<file path="src/adcgc_pkg.sv">
// adcgc_pkg: offsets, reset values and codes of the converter global config bank
// assumes: an 8-bit register port fed by the serial config front end
package adcgc_pkg;
    // =========================================================
    // register offsets
    localparam logic [7:0] ADDR_PORT_CFG   = 8'h00;
    localparam logic [7:0] ADDR_TRIM       = 8'h70;
    localparam logic [7:0] ADDR_SLIP       = 8'h71;
    localparam logic [7:0] ADDR_DIV_SEL    = 8'h72;
    localparam logic [7:0] ADDR_FMT_PRI    = 8'h73;
    localparam logic [7:0] ADDR_FMT_SEC    = 8'h74;
    localparam logic [7:0] ADDR_LOOP_STATE = 8'h75;
    localparam logic [7:0] ADDR_PAT_CTL    = 8'hc0;
    localparam logic [7:0] ADDR_W1_LO      = 8'hc2;
    localparam logic [7:0] ADDR_W1_HI      = 8'hc3;
    localparam logic [7:0] ADDR_W2_LO      = 8'hc4;
    localparam logic [7:0] ADDR_W2_HI      = 8'hc5;
    // =========================================================
    // field positions
    localparam int SOFT_RST_BIT  = 5;
    localparam int LOOP_SLOW_BIT = 6;
    localparam int SLIP_BIT      = 0;
    // =========================================================
    // reset value and trim midscale
    localparam logic [7:0] RST_BYTE = 8'h00;
    localparam logic [7:0] TRIM_MID = 8'h80;
    // =========================================================
    // three-bit selection codes (shared by divider, mode and coding)
    localparam logic [2:0] SEL_PIN = 3'h0;
    localparam logic [2:0] SEL_A   = 3'h1;
    localparam logic [2:0] SEL_B   = 3'h2;
    localparam logic [2:0] SEL_C   = 3'h4;
    // =========================================================
    // test pattern codes and words, divide-by-four slip step
    localparam logic [1:0] TM_STATIC = 2'h0;
    localparam logic [1:0] TM_ALT    = 2'h1;
    localparam logic [3:0] PAT_OFF   = 4'h0;
    localparam logic [3:0] PAT_MID   = 4'h1;
    localparam logic [3:0] PAT_ONES  = 4'h2;
    localparam logic [3:0] PAT_ZEROS = 4'h3;
    localparam logic [3:0] PAT_CHECK = 4'h4;
    localparam logic [3:0] PAT_ONEZ  = 4'h7;
    localparam logic [3:0] PAT_USER  = 4'h8;
    localparam logic [15:0] W_MID    = 16'h8000;
    localparam logic [15:0] W_ONES   = 16'hffff;
    localparam logic [15:0] W_ZEROS  = 16'h0000;
    localparam logic [15:0] W_CHK_A  = 16'haaaa;
    localparam logic [15:0] W_CHK_B  = 16'h5555;
    localparam logic [1:0]  DIV4_STEP = 2'h2;
endpackage

</file>
<file path="src/adcgc_top.sv">
// adcgc_top: global config and test-pattern register bank of a dual 10-bit converter
// assumes: serial front end presents byte reads/writes on core_clk; pins are asynchronous
// How it works
// - trim register is 8 bits, 0x80 mid, driven to skew trim output.
// - trim register holds zero after reset.
// - in divide-by-four, a slip advances the divided edge one input cycle.
// - divider field decodes 000 pin, 001 /1, 010 /2, 100 /4.
// - divider code zero takes divisor from tri-level pin.
// - divider select and primary format survive soft reset.
// - mode field bits 7:5 decode pin, low drive, high drive, CMOS.
// - coding field bits 2:0 decode pin, two's complement, Gray, binary.
// - status bit 6 selects loop range, fast at reset.
// - test drives static word or two words alternating each cycle.
// - test enable crosses a two-stage delay before outputs follow.
// - control bits 7:6 choose static or alternating; other values reserved.
// - nibble codes off, midscale, all ones, all zeros; 5,6 reserved.
// - code 4 checkerboard, 7 ones/zeros, 8 user words alternate.
// - 0xc2/0xc3 hold low/high bytes of first user word.
// - 0xc4/0xc5 hold low/high bytes of second user word.
// - soft reset bit restores defaults except protected registers.
`timescale 1ns/1ps
`default_nettype none
module adcgc_top
    import adcgc_pkg::*;
(
    // clock and reset
    input  wire logic       core_clk_i,
    input  wire logic       reset_n_i,
    // register port
    input  wire logic       reg_wr_i,
    input  wire logic       reg_rd_i,
    input  wire logic [7:0] reg_addr_i,
    input  wire logic [7:0] reg_wdata_i,
    output var  logic [7:0] reg_rdata_o,
    output var  logic       reg_rvalid_o,
    // tri-level pins (00 low, 01 mid, 1x high)
    input  wire logic [1:0] divider_pin_i,
    input  wire logic [1:0] output_mode_pin_i,
    input  wire logic [1:0] coding_pin_i,
    // configuration outputs
    output var  logic [7:0] skew_trim_o,
    output var  logic [2:0] divisor_code_o,
    output var  logic       div_en_o,
    output var  logic [2:0] output_mode_o,
    output var  logic [2:0] coding_o,
    output var  logic       loop_slow_o,
    // test pattern outputs
    output var  logic       test_active_o,
    output var  logic [9:0] test_data_o
);
    import adcgc_pkg::*;

    // =========================================================
    // state
    typedef struct packed {
        logic [7:0] port_cfg;
        logic [7:0] trim;
        logic [7:0] slip;
        logic [7:0] div_sel;
        logic [7:0] fmt_pri;
        logic [7:0] fmt_sec;
        logic [7:0] loop_st;
        logic [7:0] pat_ctl;
        logic [7:0] w1_lo;
        logic [7:0] w1_hi;
        logic [7:0] w2_lo;
        logic [7:0] w2_hi;
        logic [7:0] rdata;
        logic       rvalid;
        logic       slip_arm;
        logic       slip_req;
        logic [1:0] cnt;
        logic       div_en;
        logic [2:0] divisor;
        logic [2:0] omode;
        logic [2:0] coding;
        logic [1:0] dp1, dp2, mp1, mp2, cp1, cp2;
        logic       ten1, ten2;
        logic       phase;
        logic       tact;
        logic [9:0] tdata;
    } adcgc_state_s;

    adcgc_state_s st_r, st_nxt;

    // tri-level pin to one-hot selection code
    function automatic logic [2:0] pin_code(input logic [1:0] p);
        pin_code = (p == 2'h0) ? SEL_A : ((p == 2'h1) ? SEL_B : SEL_C);
    endfunction

    // register code overrides pin; invalid codes fall back to the pin
    function automatic logic [2:0] pick(input logic [2:0] r, input logic [1:0] p);
        pick = (r == SEL_A || r == SEL_B || r == SEL_C) ? r : pin_code(p);
    endfunction

    logic       soft_rst;
    logic       wr_slip;
    logic [7:0] sec_dec;
    logic [15:0] word1;
    logic [15:0] word2;
    logic        alt;
    logic        pat_on;

    // =========================================================
    // next state
    always_comb begin
        st_nxt   = st_r;
        soft_rst = reg_wr_i && reg_addr_i == ADDR_PORT_CFG && reg_wdata_i[SOFT_RST_BIT];
        wr_slip  = reg_wr_i && reg_addr_i == ADDR_SLIP;
        sec_dec  = reg_wdata_i ^ st_r.fmt_sec ^ st_r.loop_st;
        word1    = W_ZEROS;
        word2    = W_ZEROS;
        alt      = 1'b0;
        pat_on   = 1'b1;
        // pin synchronisers
        st_nxt.dp1 = divider_pin_i;
        st_nxt.dp2 = st_r.dp1;
        st_nxt.mp1 = output_mode_pin_i;
        st_nxt.mp2 = st_r.mp1;
        st_nxt.cp1 = coding_pin_i;
        st_nxt.cp2 = st_r.cp1;
        // register writes
        st_nxt.slip_req = 1'b0;
        if (reg_wr_i) begin
            case (reg_addr_i)
                ADDR_PORT_CFG:   st_nxt.port_cfg = reg_wdata_i & ~(8'h01 << SOFT_RST_BIT);
                ADDR_TRIM:       st_nxt.trim = reg_wdata_i;
                ADDR_SLIP:       st_nxt.slip = reg_wdata_i;
                ADDR_DIV_SEL:    st_nxt.div_sel = reg_wdata_i;
                ADDR_FMT_PRI:    st_nxt.fmt_pri = reg_wdata_i;
                ADDR_FMT_SEC: begin
                    st_nxt.fmt_sec = sec_dec;
                    st_nxt.loop_st[LOOP_SLOW_BIT] = sec_dec[LOOP_SLOW_BIT];
                end
                ADDR_PAT_CTL:    st_nxt.pat_ctl = reg_wdata_i;
                ADDR_W1_LO:      st_nxt.w1_lo = reg_wdata_i;
                ADDR_W1_HI:      st_nxt.w1_hi = reg_wdata_i;
                ADDR_W2_LO:      st_nxt.w2_lo = reg_wdata_i;
                ADDR_W2_HI:      st_nxt.w2_hi = reg_wdata_i;
                default:         st_nxt.rvalid = st_r.rvalid;
            endcase
        end
        // slip: zero arms, one fires
        if (wr_slip && !reg_wdata_i[SLIP_BIT]) begin
            st_nxt.slip_arm = 1'b1;
        end
        if (wr_slip && reg_wdata_i[SLIP_BIT] && st_r.slip_arm) begin
            st_nxt.slip_arm = 1'b0;
            st_nxt.slip_req = 1'b1;
        end
        // soft reset spares divider select and primary format
        if (soft_rst) begin
            st_nxt.port_cfg = RST_BYTE;
            st_nxt.trim     = RST_BYTE;
            st_nxt.slip     = RST_BYTE;
            st_nxt.fmt_sec  = RST_BYTE;
            st_nxt.loop_st  = RST_BYTE;
            st_nxt.pat_ctl  = RST_BYTE;
            st_nxt.w1_lo    = RST_BYTE;
            st_nxt.w1_hi    = RST_BYTE;
            st_nxt.w2_lo    = RST_BYTE;
            st_nxt.w2_hi    = RST_BYTE;
            st_nxt.slip_arm = 1'b0;
            st_nxt.slip_req = 1'b0;
        end
        // read path, unmapped reads as zero
        st_nxt.rvalid = reg_rd_i;
        if (reg_rd_i) begin
            case (reg_addr_i)
                ADDR_PORT_CFG:   st_nxt.rdata = st_r.port_cfg;
                ADDR_TRIM:       st_nxt.rdata = st_r.trim;
                ADDR_SLIP:       st_nxt.rdata = st_r.slip;
                ADDR_DIV_SEL:    st_nxt.rdata = st_r.div_sel;
                ADDR_FMT_PRI:    st_nxt.rdata = st_r.fmt_pri;
                ADDR_FMT_SEC:    st_nxt.rdata = st_r.fmt_sec;
                ADDR_LOOP_STATE: st_nxt.rdata = st_r.loop_st;
                ADDR_PAT_CTL:    st_nxt.rdata = st_r.pat_ctl;
                ADDR_W1_LO:      st_nxt.rdata = st_r.w1_lo;
                ADDR_W1_HI:      st_nxt.rdata = st_r.w1_hi;
                ADDR_W2_LO:      st_nxt.rdata = st_r.w2_lo;
                ADDR_W2_HI:      st_nxt.rdata = st_r.w2_hi;
                default:         st_nxt.rdata = RST_BYTE;
            endcase
        end
        // =====================================================
        // effective selections
        st_nxt.divisor = pick(st_r.div_sel[2:0], st_r.dp2);
        st_nxt.omode   = pick(st_r.fmt_pri[7:5], st_r.mp2);
        st_nxt.coding  = pick(st_r.fmt_pri[2:0], st_r.cp2);
        // =====================================================
        // divider; a slip outside divide-by-four is dropped
        case (st_r.divisor)
            SEL_C: begin
                if (st_r.slip_req) begin
                    st_nxt.cnt = st_r.cnt + DIV4_STEP;
                end else begin
                    st_nxt.cnt = st_r.cnt + 2'h1;
                end
            end
            SEL_B:   st_nxt.cnt = {1'b0, ~st_r.cnt[0]};
            default: st_nxt.cnt = 2'h0;
        endcase
        st_nxt.div_en = (st_nxt.cnt == 2'h0);
        // =====================================================
        // test pattern; enable passes two stages as if crossing
        case (st_r.pat_ctl[3:0])
            PAT_MID:   word1 = W_MID;
            PAT_ONES:  word1 = W_ONES;
            PAT_ZEROS: word1 = W_ZEROS;
            PAT_CHECK: begin
                word1 = W_CHK_A;
                word2 = W_CHK_B;
            end
            PAT_ONEZ: begin
                word1 = W_ONES;
                word2 = W_ZEROS;
            end
            PAT_USER: begin
                word1 = {st_r.w1_hi, st_r.w1_lo};
                word2 = {st_r.w2_hi, st_r.w2_lo};
            end
            default:   pat_on = 1'b0;
        endcase
        // reserved modes 2 and 3 leave the pattern off
        if (st_r.pat_ctl[7:6] == TM_ALT) begin
            alt = (st_r.pat_ctl[3:0] == PAT_CHECK) || (st_r.pat_ctl[3:0] == PAT_ONEZ)
                || (st_r.pat_ctl[3:0] == PAT_USER);
        end else if (st_r.pat_ctl[7:6] != TM_STATIC) begin
            pat_on = 1'b0;
        end
        st_nxt.ten1  = pat_on;
        st_nxt.ten2  = st_r.ten1;
        st_nxt.tact  = st_r.ten2;
        st_nxt.phase = st_r.ten2 && alt && !st_r.phase;
        if (!st_r.ten2) begin
            st_nxt.tdata = 10'h000;
        end else if (alt && st_r.phase) begin
            st_nxt.tdata = word2[15:6];
        end else begin
            st_nxt.tdata = word1[15:6];
        end
    end

    // =========================================================
    // register
    always_ff @(posedge core_clk_i or negedge reset_n_i) begin
        if (!reset_n_i) begin
            st_r <= '0;
        end else begin
            st_r <= st_nxt;
        end
    end

    // =========================================================
    // outputs
    assign reg_rdata_o    = st_r.rdata;
    assign reg_rvalid_o   = st_r.rvalid;
    assign skew_trim_o    = st_r.trim;
    assign divisor_code_o = st_r.divisor;
    assign div_en_o       = st_r.div_en;
    assign output_mode_o  = st_r.omode;
    assign coding_o       = st_r.coding;
    assign loop_slow_o    = st_r.loop_st[LOOP_SLOW_BIT];
    assign test_active_o  = st_r.tact;
    assign test_data_o    = st_r.tdata;

    // =========================================================
    // checks
    property p_trim_wr;
        @(posedge core_clk_i) disable iff (!reset_n_i)
        reg_wr_i && reg_addr_i == ADDR_TRIM |=> skew_trim_o == $past(reg_wdata_i);
    endproperty
    a_trim_wr: assert property (p_trim_wr) else $error("trim not stored");

    property p_slip_div4;
        @(posedge core_clk_i) disable iff (!reset_n_i)
        st_r.slip_req && st_r.divisor == SEL_C |=> st_r.cnt == $past(st_r.cnt) + DIV4_STEP;
    endproperty
    a_slip_div4: assert property (p_slip_div4) else $error("slip did not advance");

    property p_div4_period;
        @(posedge core_clk_i) disable iff (!reset_n_i)
        div_en_o && st_r.divisor == SEL_C && !st_r.slip_req
            ##1 (st_r.divisor == SEL_C && !st_r.slip_req) [*2] |=> div_en_o == 1'b0;
    endproperty
    a_div4_period: assert property (p_div4_period) else $error("div4 edge early");

    property p_pin_ctl;
        @(posedge core_clk_i) disable iff (!reset_n_i)
        st_r.div_sel[2:0] == SEL_PIN && $stable(st_r.dp2) |=> divisor_code_o
            == pin_code($past(st_r.dp2));
    endproperty
    a_pin_ctl: assert property (p_pin_ctl) else $error("pin divisor ignored");

    property p_soft_keep;
        @(posedge core_clk_i) disable iff (!reset_n_i)
        soft_rst |=> st_r.div_sel == $past(st_r.div_sel) && st_r.fmt_pri == $past(st_r.fmt_pri)
            && st_r.trim == RST_BYTE;
    endproperty
    a_soft_keep: assert property (p_soft_keep) else $error("soft reset wrong");

    property p_sec_xor;
        @(posedge core_clk_i) disable iff (!reset_n_i)
        reg_wr_i && reg_addr_i == ADDR_FMT_SEC && !soft_rst |=> st_r.fmt_sec
            == ($past(reg_wdata_i) ^ $past(st_r.fmt_sec) ^ $past(st_r.loop_st));
    endproperty
    a_sec_xor: assert property (p_sec_xor) else $error("xor write wrong");

    property p_test_delay;
        @(posedge core_clk_i) disable iff (!reset_n_i)
        st_r.ten1 && !st_r.ten2 |-> !test_active_o ##1 !test_active_o ##1 test_active_o
            || !st_r.ten1;
    endproperty
    a_test_delay: assert property (p_test_delay) else $error("test enable delay");

    property p_alt_words;
        @(posedge core_clk_i) disable iff (!reset_n_i)
        test_active_o && st_r.pat_ctl == {TM_ALT, 2'h0, PAT_CHECK} ##1
            $stable(st_r.pat_ctl) |-> test_data_o != $past(test_data_o);
    endproperty
    a_alt_words: assert property (p_alt_words) else $error("no alternation");

    property p_mid_word;
        @(posedge core_clk_i) disable iff (!reset_n_i)
        st_r.ten2 && st_r.pat_ctl == {TM_STATIC, 2'h0, PAT_MID} |=> test_data_o == W_MID[15:6];
    endproperty
    a_mid_word: assert property (p_mid_word) else $error("midscale word wrong");
endmodule // adcgc_top
`default_nettype wire

</file>
<file path="config.mk">
export PLATFORM = sky130hd
export DESIGN_NAME = adcgc_top
export DESIGN_NICKNAME = d
export VERILOG_FILES = /design/src/adcgc_pkg.sv /design/src/adcgc_top.sv
export SDC_FILE = /design/constraint.sdc
export NUM_CORES = 1
export LEC_CHECK = 0
export BUFFER_PORTS_ARGS = -buffer_cell sky130_fd_sc_hd__buf_2
export CELL_PAD_IN_SITES_DETAIL_PLACEMENT = 1
export CELL_PAD_IN_SITES_GLOBAL_PLACEMENT = 2
export CORE_MARGIN = 1
export CORE_UTILIZATION = 38
export CTS_CLUSTER_SIZE = 28
export DETAILED_ROUTE_END_ITERATION = 12
export PLACE_DENSITY_LB_ADDON = 0.3
export SYNTH_ARGS = -nofsm -noshare
export SYNTH_HDL_FRONTEND = slang
export SYNTH_SLANG_ARGS = --single-unit
</file>
<file path="constraint.sdc">
create_clock -name core_clk_i -period 2.1 [get_ports core_clk_i]
set_input_delay 0.525 -clock core_clk_i [delete_from_list [all_inputs] [get_ports core_clk_i]]
set_output_delay 0.525 -clock core_clk_i [all_outputs]
set_load 0.01 [all_outputs]
</file>
==> out/results.ini, run 1 <==
[hold_path]
hp-class=in2async

[grt]
antenna_found_initial=0
grt_usage_pct=26.0
grt_pass1_wl_mm=35.7
gr-total-overflow=0
grt_max_degree=44
grt_pass1_vias=6009

[setup_path]
arrival_ns=2.22
cp_cell_sequence=buf_2, buf_4, or4_4, nor2_2, nand2_1, o31ai_1, a21oi_1
crit_buf_inv=2
end_kind=flop
worst_ep_required_time_ns=2.40
cpMaxStageDelayCell=or4_4
crit_path_start_kind=input pin
max_stage_delay_ns=0.57
critPathKind=in2reg
cp_max_fo=5
rrSetupSlack_ns=0.19
cp_top_family=simple AND/OR/NAND/NOR gates

[power_and_ir_drop]
peakVddDrop_mv=0.601
clkPwrFrac_pct=47.7
p_int_w=0.00500
p_comb_share_pct=9.0
power_per_cell_area_nw_per_um2=804
p_sw_share_pct=25.5
pwr-share-seq_pct=43.3
p_total_w=0.00671
p_sw_w=0.00171
leakage_nw=4.06

[sta]
setup_ws_ns=0.188
finalSetupViolCount=0
tightest_slew_ns=0.694
finalCriticalPeriod_ns=1.91
max-slew-margin-rel_pct=53.5
fmax_ghz=0.523
fin_tns_setup_ns=0
fin_crit_sh_pct=91.0
drv_slew=0
hold_violations=0
rsz0062_at_grt=false
skew_ns=0.00989

[placement]
dp_slack_ns=-0.235
port_buffers=64
dp_hpwl_mm=16.6
gp_congestion=0.891
place_inst=989

[logic_synthesis]
syn-cell-area_sq_um=6990
ys_async_sr_fraction_pct=100
ys_seq_area_share_pct=49.0
synth-edff-count=0
synth.distinct_cells=56
synthFlopType=dfrtp_1
syn_inst=705
syn-num-nets=731
synth-seq-cells=137
ys_warn_count=0
avgSynthCellArea_sq_um=9.92

[final_layout]
ff_latch_area_sq_um=3430
drive_above_1_share_pct=27.1
diodes=0
nFillCells=2048
final_cells=1021
syn_to_final_growth_pct=19.3
fin_nets=805
multiInputGateArea_sq_um=2970

[run_status]
outcome=completed

[floorplan]
io_pins=65
rows=49
core-area_sq_um=18000
die_h_um=138
fp.dieW_um=138
initial_core_util_pct=38.8
die-area_sq_um=18900

[cts]
clkSinkCount=137
cts_hold_buf=0
clock_path_buffers=2
clock_latency_ns=0.43
clkTransAtPathRegs_ns=0.06
cts_tree=yes
htree_num_levels=4
cts_buffers=17
cts_resized=0
root_buffer=clkbuf_16
cts_setup_buffers=0

[route]
drt-pass1-iter-count=5
drc=0
via_count=5787
initialDrtViolationCount=418
viasPerCell=5.67
wire_per_inst_um=22.5
postRouteAntennaNets=0
routed_wl_mm=22.9

[job]
drv_cap=0

==> layout by cell type (no fill, tap or decap), drive strengths merged, types with 3 or more instances in the layout <==
master / count
buf: 142
dfrtp: 137
nand2: 89
nor2: 75
a21oi: 47
mux2i: 40
o21ai: 30
nand3: 27
mux2: 19
clkbuf: 17
inv: 14
a22oi: 13
xor2: 12
nand2b: 11
a221oi: 11
a32oi: 8
nor3: 6
o32ai: 6
o22ai: 6
o31ai: 6
clkinv: 6
xnor2: 5
a21boi: 5
and3: 4
a2111oi: 4
a31oi: 4
a211oi: 4
a22o: 4
bufinv: 4
nor4b: 4
clkinvlp: 3
nor3b: 3
nor4: 3
==> cells in the mapped netlist, types with 7 or more instances <==
master,number,share of area (%)
dfrtp_1,137,49
nand2_1,89,4.8
nor2_1,72,3.9
a21oi_1,47,3.4
mux2i_1,40,5.7
buf_4,38,4.1
o21ai_0,29,2.1
buf_2,22,1.6
clkbuf_1,20,1.1
nand3_1,20,1.4
mux2_2,18,2.9
a22oi_1,13,1.4
inv_1,12,0.64
xor2_1,12,1.5
a221oi_1,11,1.4
nand2b_1,11,0.98
a32oi_1,8,1.0
buf_6,7,1.1
nand3_2,7,1.0
==> cell families (layout without fill, tap and decap cells) <==
kind of cell	count (synthesis)	after routing	synth area share [%]
AO/OA/AOI/OAI	154	154	14.4
AND/OR/NAND/NOR	239	239	17.2
multiplexers	59	59	8.78
XOR/XNOR	17	17	2.13
flip-flops	137	137	49.0
buffers and inverters	99	186	8.50
==> power groups by stage <==
| stage | registers [W] | clock network [W] | logic (W) |
|---|---|---|---|
| finish | 0.00290 | 0.00320 | 0.000604 |
| global route | 0.00292 | 0.00336 | 0.000666 |
| CTS | 0.00290 | 0.00324 | 0.000609 |
| detailed placement | 0.00295 | 0 | 0.000605 |
| global placement | 0.00294 | 0 | 0.000577 |
| floorplan | 0.00289 | 0 | 0.000372 |
==> path summary, 6_finish.rpt <==
kind	to	cells past startpoint	start
worst max-delay path	st_r[78]	7	reg_addr_i[0]
worst min-delay path	coding_o[0]	1	reset_n_i
worst max register to register	test_data_o[5]	5	st_r[83]
worst min register to register	st_r[18]	0	st_nxt[18]
max in group asynchronous	reg_rdata_o[3]	2	reset_n_i
min in group core_clk_i	st_nxt[22]	1	divider_pin_i[0]
==> per-layer routing <==
| metal | wire length (um) | up-vias | global-route usage (%) |
|---|---|---|---|
| met5 | 0 | - | 0 |
| met4 | 559 | 0 | 9.95 |
| met3 | 974 | 41 | 3.75 |
| met2 | 11000 | 166 | 41.9 |
| met1 | 10300 | 2988 | 35.3 |
| li1 | - | 2592 | - |
==> stage by stage <==
| stage | hold slack, ns | instance area (sq um) | util [%] |
|---|---|---|---|
| 2_1_floorplan | 0.229 | 6990 | - |
| 3_3_place_gp | 0.333 | 7720 | 42.8 |
| 3_5_place_dp | 0.342 | 7720 | 42.8 |
| 4_1_cts | 0.0329 | 8340 | 46.3 |
| 5_1_grt | 0.0457 | 8340 | 46.3 |
| 6_report | 0.0308 | 8340 | 46.3 |
==> sequential cells by signal, indices dropped and copies added (netlist names) <==
register and flops:
reg_rdata_o 8, div_en_o 1, coding_o 3, reg_rvalid_o 1
st_nxt 8, loop_slow_o 1, test_data_o 10, divisor_code_o 3
test_active_o 1, output_mode_o 3, st_r 90, skew_trim_o 8
==> final cells by class <==
cell class                      instances  share of cell area, %
Timing Repair Buffer                  142                   11.8
Multi-Input combinational cell        469                   35.6
Sequential cell                       137                   41.1
Tap cell                              229                   3.44
Clock inverter                         15                   2.37
Clock buffer                           17                   5.10
Inverter                               12                  0.540
(Power assumes the default switching activity.)
==> run 2: changes to the inputs <==
--- a/config.mk
+++ b/config.mk
@@ -13,6 +13,7 @@
 export CTS_CLUSTER_SIZE = 28
 export DETAILED_ROUTE_END_ITERATION = 12
 export PLACE_DENSITY_LB_ADDON = 0.3
+export SKIP_LAST_GASP = 1
 export SYNTH_ARGS = -nofsm -noshare
 export SYNTH_HDL_FRONTEND = slang
 export SYNTH_SLANG_ARGS = --single-unit
==> constraint.sdc (replaced) <==
create_clock -name core_clk_i -period 2 [get_ports core_clk_i]
set_input_delay 0.5 -clock core_clk_i [delete_from_list [all_inputs] [get_ports core_clk_i]]
set_output_delay 0.5 -clock core_clk_i [all_outputs]
set_load 0.01 [all_outputs]
==> out/results.ini, run 2 (synthesis gave the netlist of run 1 again) <==
[run_status]
outcome=complete, but fails checks
failed_checks=hold timing

[setup_path]
end_kind=flop
cp_cell_sequence=buf_2, mux2_2, a22oi_1, o21ai_0, a2111oi_1, buf_4, a21oi_1
reg2reg_from=st_r[62]
worst_ep_required_time_ns=2.28  ; -0.12 ns
rrSetupSlack_ns=0.12  ; -0.07 ns
max_stage_delay_ns=0.49  ; -0.08 ns
crit_path_start_kind=input pin
cpMaxStageDelayCell=a2111oi_1
arrival_ns=2.20  ; -0.02 ns
critPathKind=in2reg
crit_buf_inv=2  ; unchanged
reg2regPathDepth=6  ; +1
cp_max_fo=10  ; +5
path_depth=7  ; unchanged
r2r_end=reg_rdata_o[5]
cp_top_family=compound AO/OA/AOI/OAI gates

[floorplan]
die_h_um=138  ; unchanged
initial_core_util_pct=38.8  ; unchanged
core-area_sq_um=18000  ; unchanged
fp.dieW_um=138  ; unchanged
die-area_sq_um=18900  ; unchanged
io_pins=65  ; unchanged
rows=49  ; unchanged

[route]
initialDrtViolationCount=343  ; -18%
postRouteAntennaNets=0  ; unchanged
drt-pass1-iter-count=4  ; -1
drc=0  ; unchanged
via_count=5678  ; -1.9%
wire_per_inst_um=22.1  ; -1.5%
viasPerCell=5.58  ; -1.6%
routed_wl_mm=22.5  ; -1.8%

[final_layout]
diodes=0  ; unchanged
layout_commonest_cell=dfrtp_1
fin_nets=802  ; -0.37%
largest_reg_flops=90  ; unchanged
drive_above_1_share_pct=27.0  ; -0.15 points
fin_util_pct=45.9  ; -0.41 points
syn_to_final_growth_pct=18.2
final_cell_mix=137 x dfrtp_1, 89 x nand2_1, 72 x nor2_1
max_flop_register=st_r

[sta]
skew_ns=0.00742  ; -0.00247 ns
holdWs_ns=-0.00294  ; -0.0338 ns
drv_slew=0  ; unchanged
fmax_ghz=0.520
rsz0062_at_grt=false
tightest_slew_ns=0.483  ; -0.211 ns
fin_crit_sh_pct=96.1
fin_tns_setup_ns=0  ; unchanged
finalSetupViolCount=0  ; unchanged
max-slew-margin-rel_pct=67.8  ; +14 points
hold_violations=1  ; +1
finalCriticalPeriod_ns=1.92

[hold_path]
hp-class=in2async

[cts]
clkSinkCount=137  ; unchanged
root_buffer=clkbuf_16
cts_buffers=17  ; unchanged
cts_hold_buf=0  ; unchanged
clkTransAtPathRegs_ns=0.06  ; about the same
htree_num_levels=4  ; unchanged
clock_latency_ns=0.43  ; about the same
cts_resized=0  ; unchanged
clock_path_buffers=2  ; unchanged
cts_setup_buffers=0  ; unchanged
cts_tree=yes

[power_and_ir_drop]
peakVddDrop_mv=0.548  ; -8.9%
power_per_cell_area_nw_per_um2=820  ; +2.0%
leakage_nw=4.03  ; -0.78%
p_comb_share_pct=9.3  ; +0.3 points
p_int_w=0.00499  ; about the same
clkPwrFrac_pct=45.8  ; -1.9 points
p_sw_share_pct=26.4  ; +0.82 points
p_sw_w=0.00179  ; +4.3%
pwr-share-seq_pct=44.9  ; +1.6 points
p_total_w=0.00678  ; +1.1%

[grt]
antenna_found_initial=0  ; unchanged
grt_max_degree=44  ; unchanged
grt_pass1_vias=6052  ; +0.72%
grt_pass1_wl_mm=35.3  ; -1.2%
gr-total-overflow=0  ; unchanged
grt_usage_pct=25.6  ; -0.41 points

[placement]
gp_congestion=0.897  ; +0.65%
dp_hpwl_mm=16.3  ; -1.7%
port_buffers=64  ; unchanged

[job]
drv_cap=0  ; unchanged

-- run 2: changes by cell type in the layout (fill, tap and decap cells not counted) --
cell and delta:
a2111oi_0 -2, buf_4 -2, bufinv_16 -2, a2111oi_1 +1, a2111oi_2 +1, buf_12 -1
clkinv_2 +1, clkinv_4 +1
-- run 2: stage by stage --
step | instance area, sq um | setup WS, ns | hold slack, ns | std cells
after floorplan | 6990 | 0.109 | 0.204 | 705
after CTS | 8260 | 0.0342 | 0.00980 | 1018
after global routing | 8270 | 0.0160 | 0.0250 | 1018
final | 8270 | 0.0781 | -0.00294 | 1018
after global placement | 7680 | -0.316 | 0.333 | 986
after detailed placement | 7680 | -0.405 | 0.336 | 986
-- run 2: cell type report --
| class | instances | area [sq um] |
|---|---|---|
| fillers | 2055 | 9760 |
| flip-flops and latches | 137 | 3430 |
| multi-input cells | 469 | 2980 |
| repair buffers | 139 | 952 |
| clock buffers | 17 | 425 |
| well taps | 229 | 287 |
| clock inverters | 15 | 151 |
| inverters | 12 | 45.0 |
-- run 2: worst max-delay path by stage --
stage	startpoint	slack, ns	to
after CTS	reg_addr_i[0]	0.03	reg_rdata_o[5]
after detailed placement	reg_addr_i[0]	-0.40	reg_rdata_o[5]
after global placement	reg_addr_i[0]	-0.32	st_r[78]
after floorplan	reg_addr_i[2]	0.11	reg_rdata_o[5]
final	reg_addr_i[2]	0.08	reg_rdata_o[5]
after global routing	reg_addr_i[0]	0.02	st_r[78]
-- run 2: per-layer routing --
metal / part of all wire, % / GRT usage (%)
met5: 0 / 0
met4: 2.0 / 7.69
met3: 6.1 / 4.53
met2: 49 / 42.5
met1: 42 / 34.0
-- run 2: power groups by stage --
stage / Sequential [W] / Clock (W) / Combinational (W)
final: 0.00304 / 0.00311 / 0.000629
after floorplan: 0.00303 / 0 / 0.000391
after detailed placement: 0.00309 / 0 / 0.000632
after global routing: 0.00306 / 0.00327 / 0.000700
after CTS: 0.00304 / 0.00318 / 0.000637
after global placement: 0.00308 / 0 / 0.000604
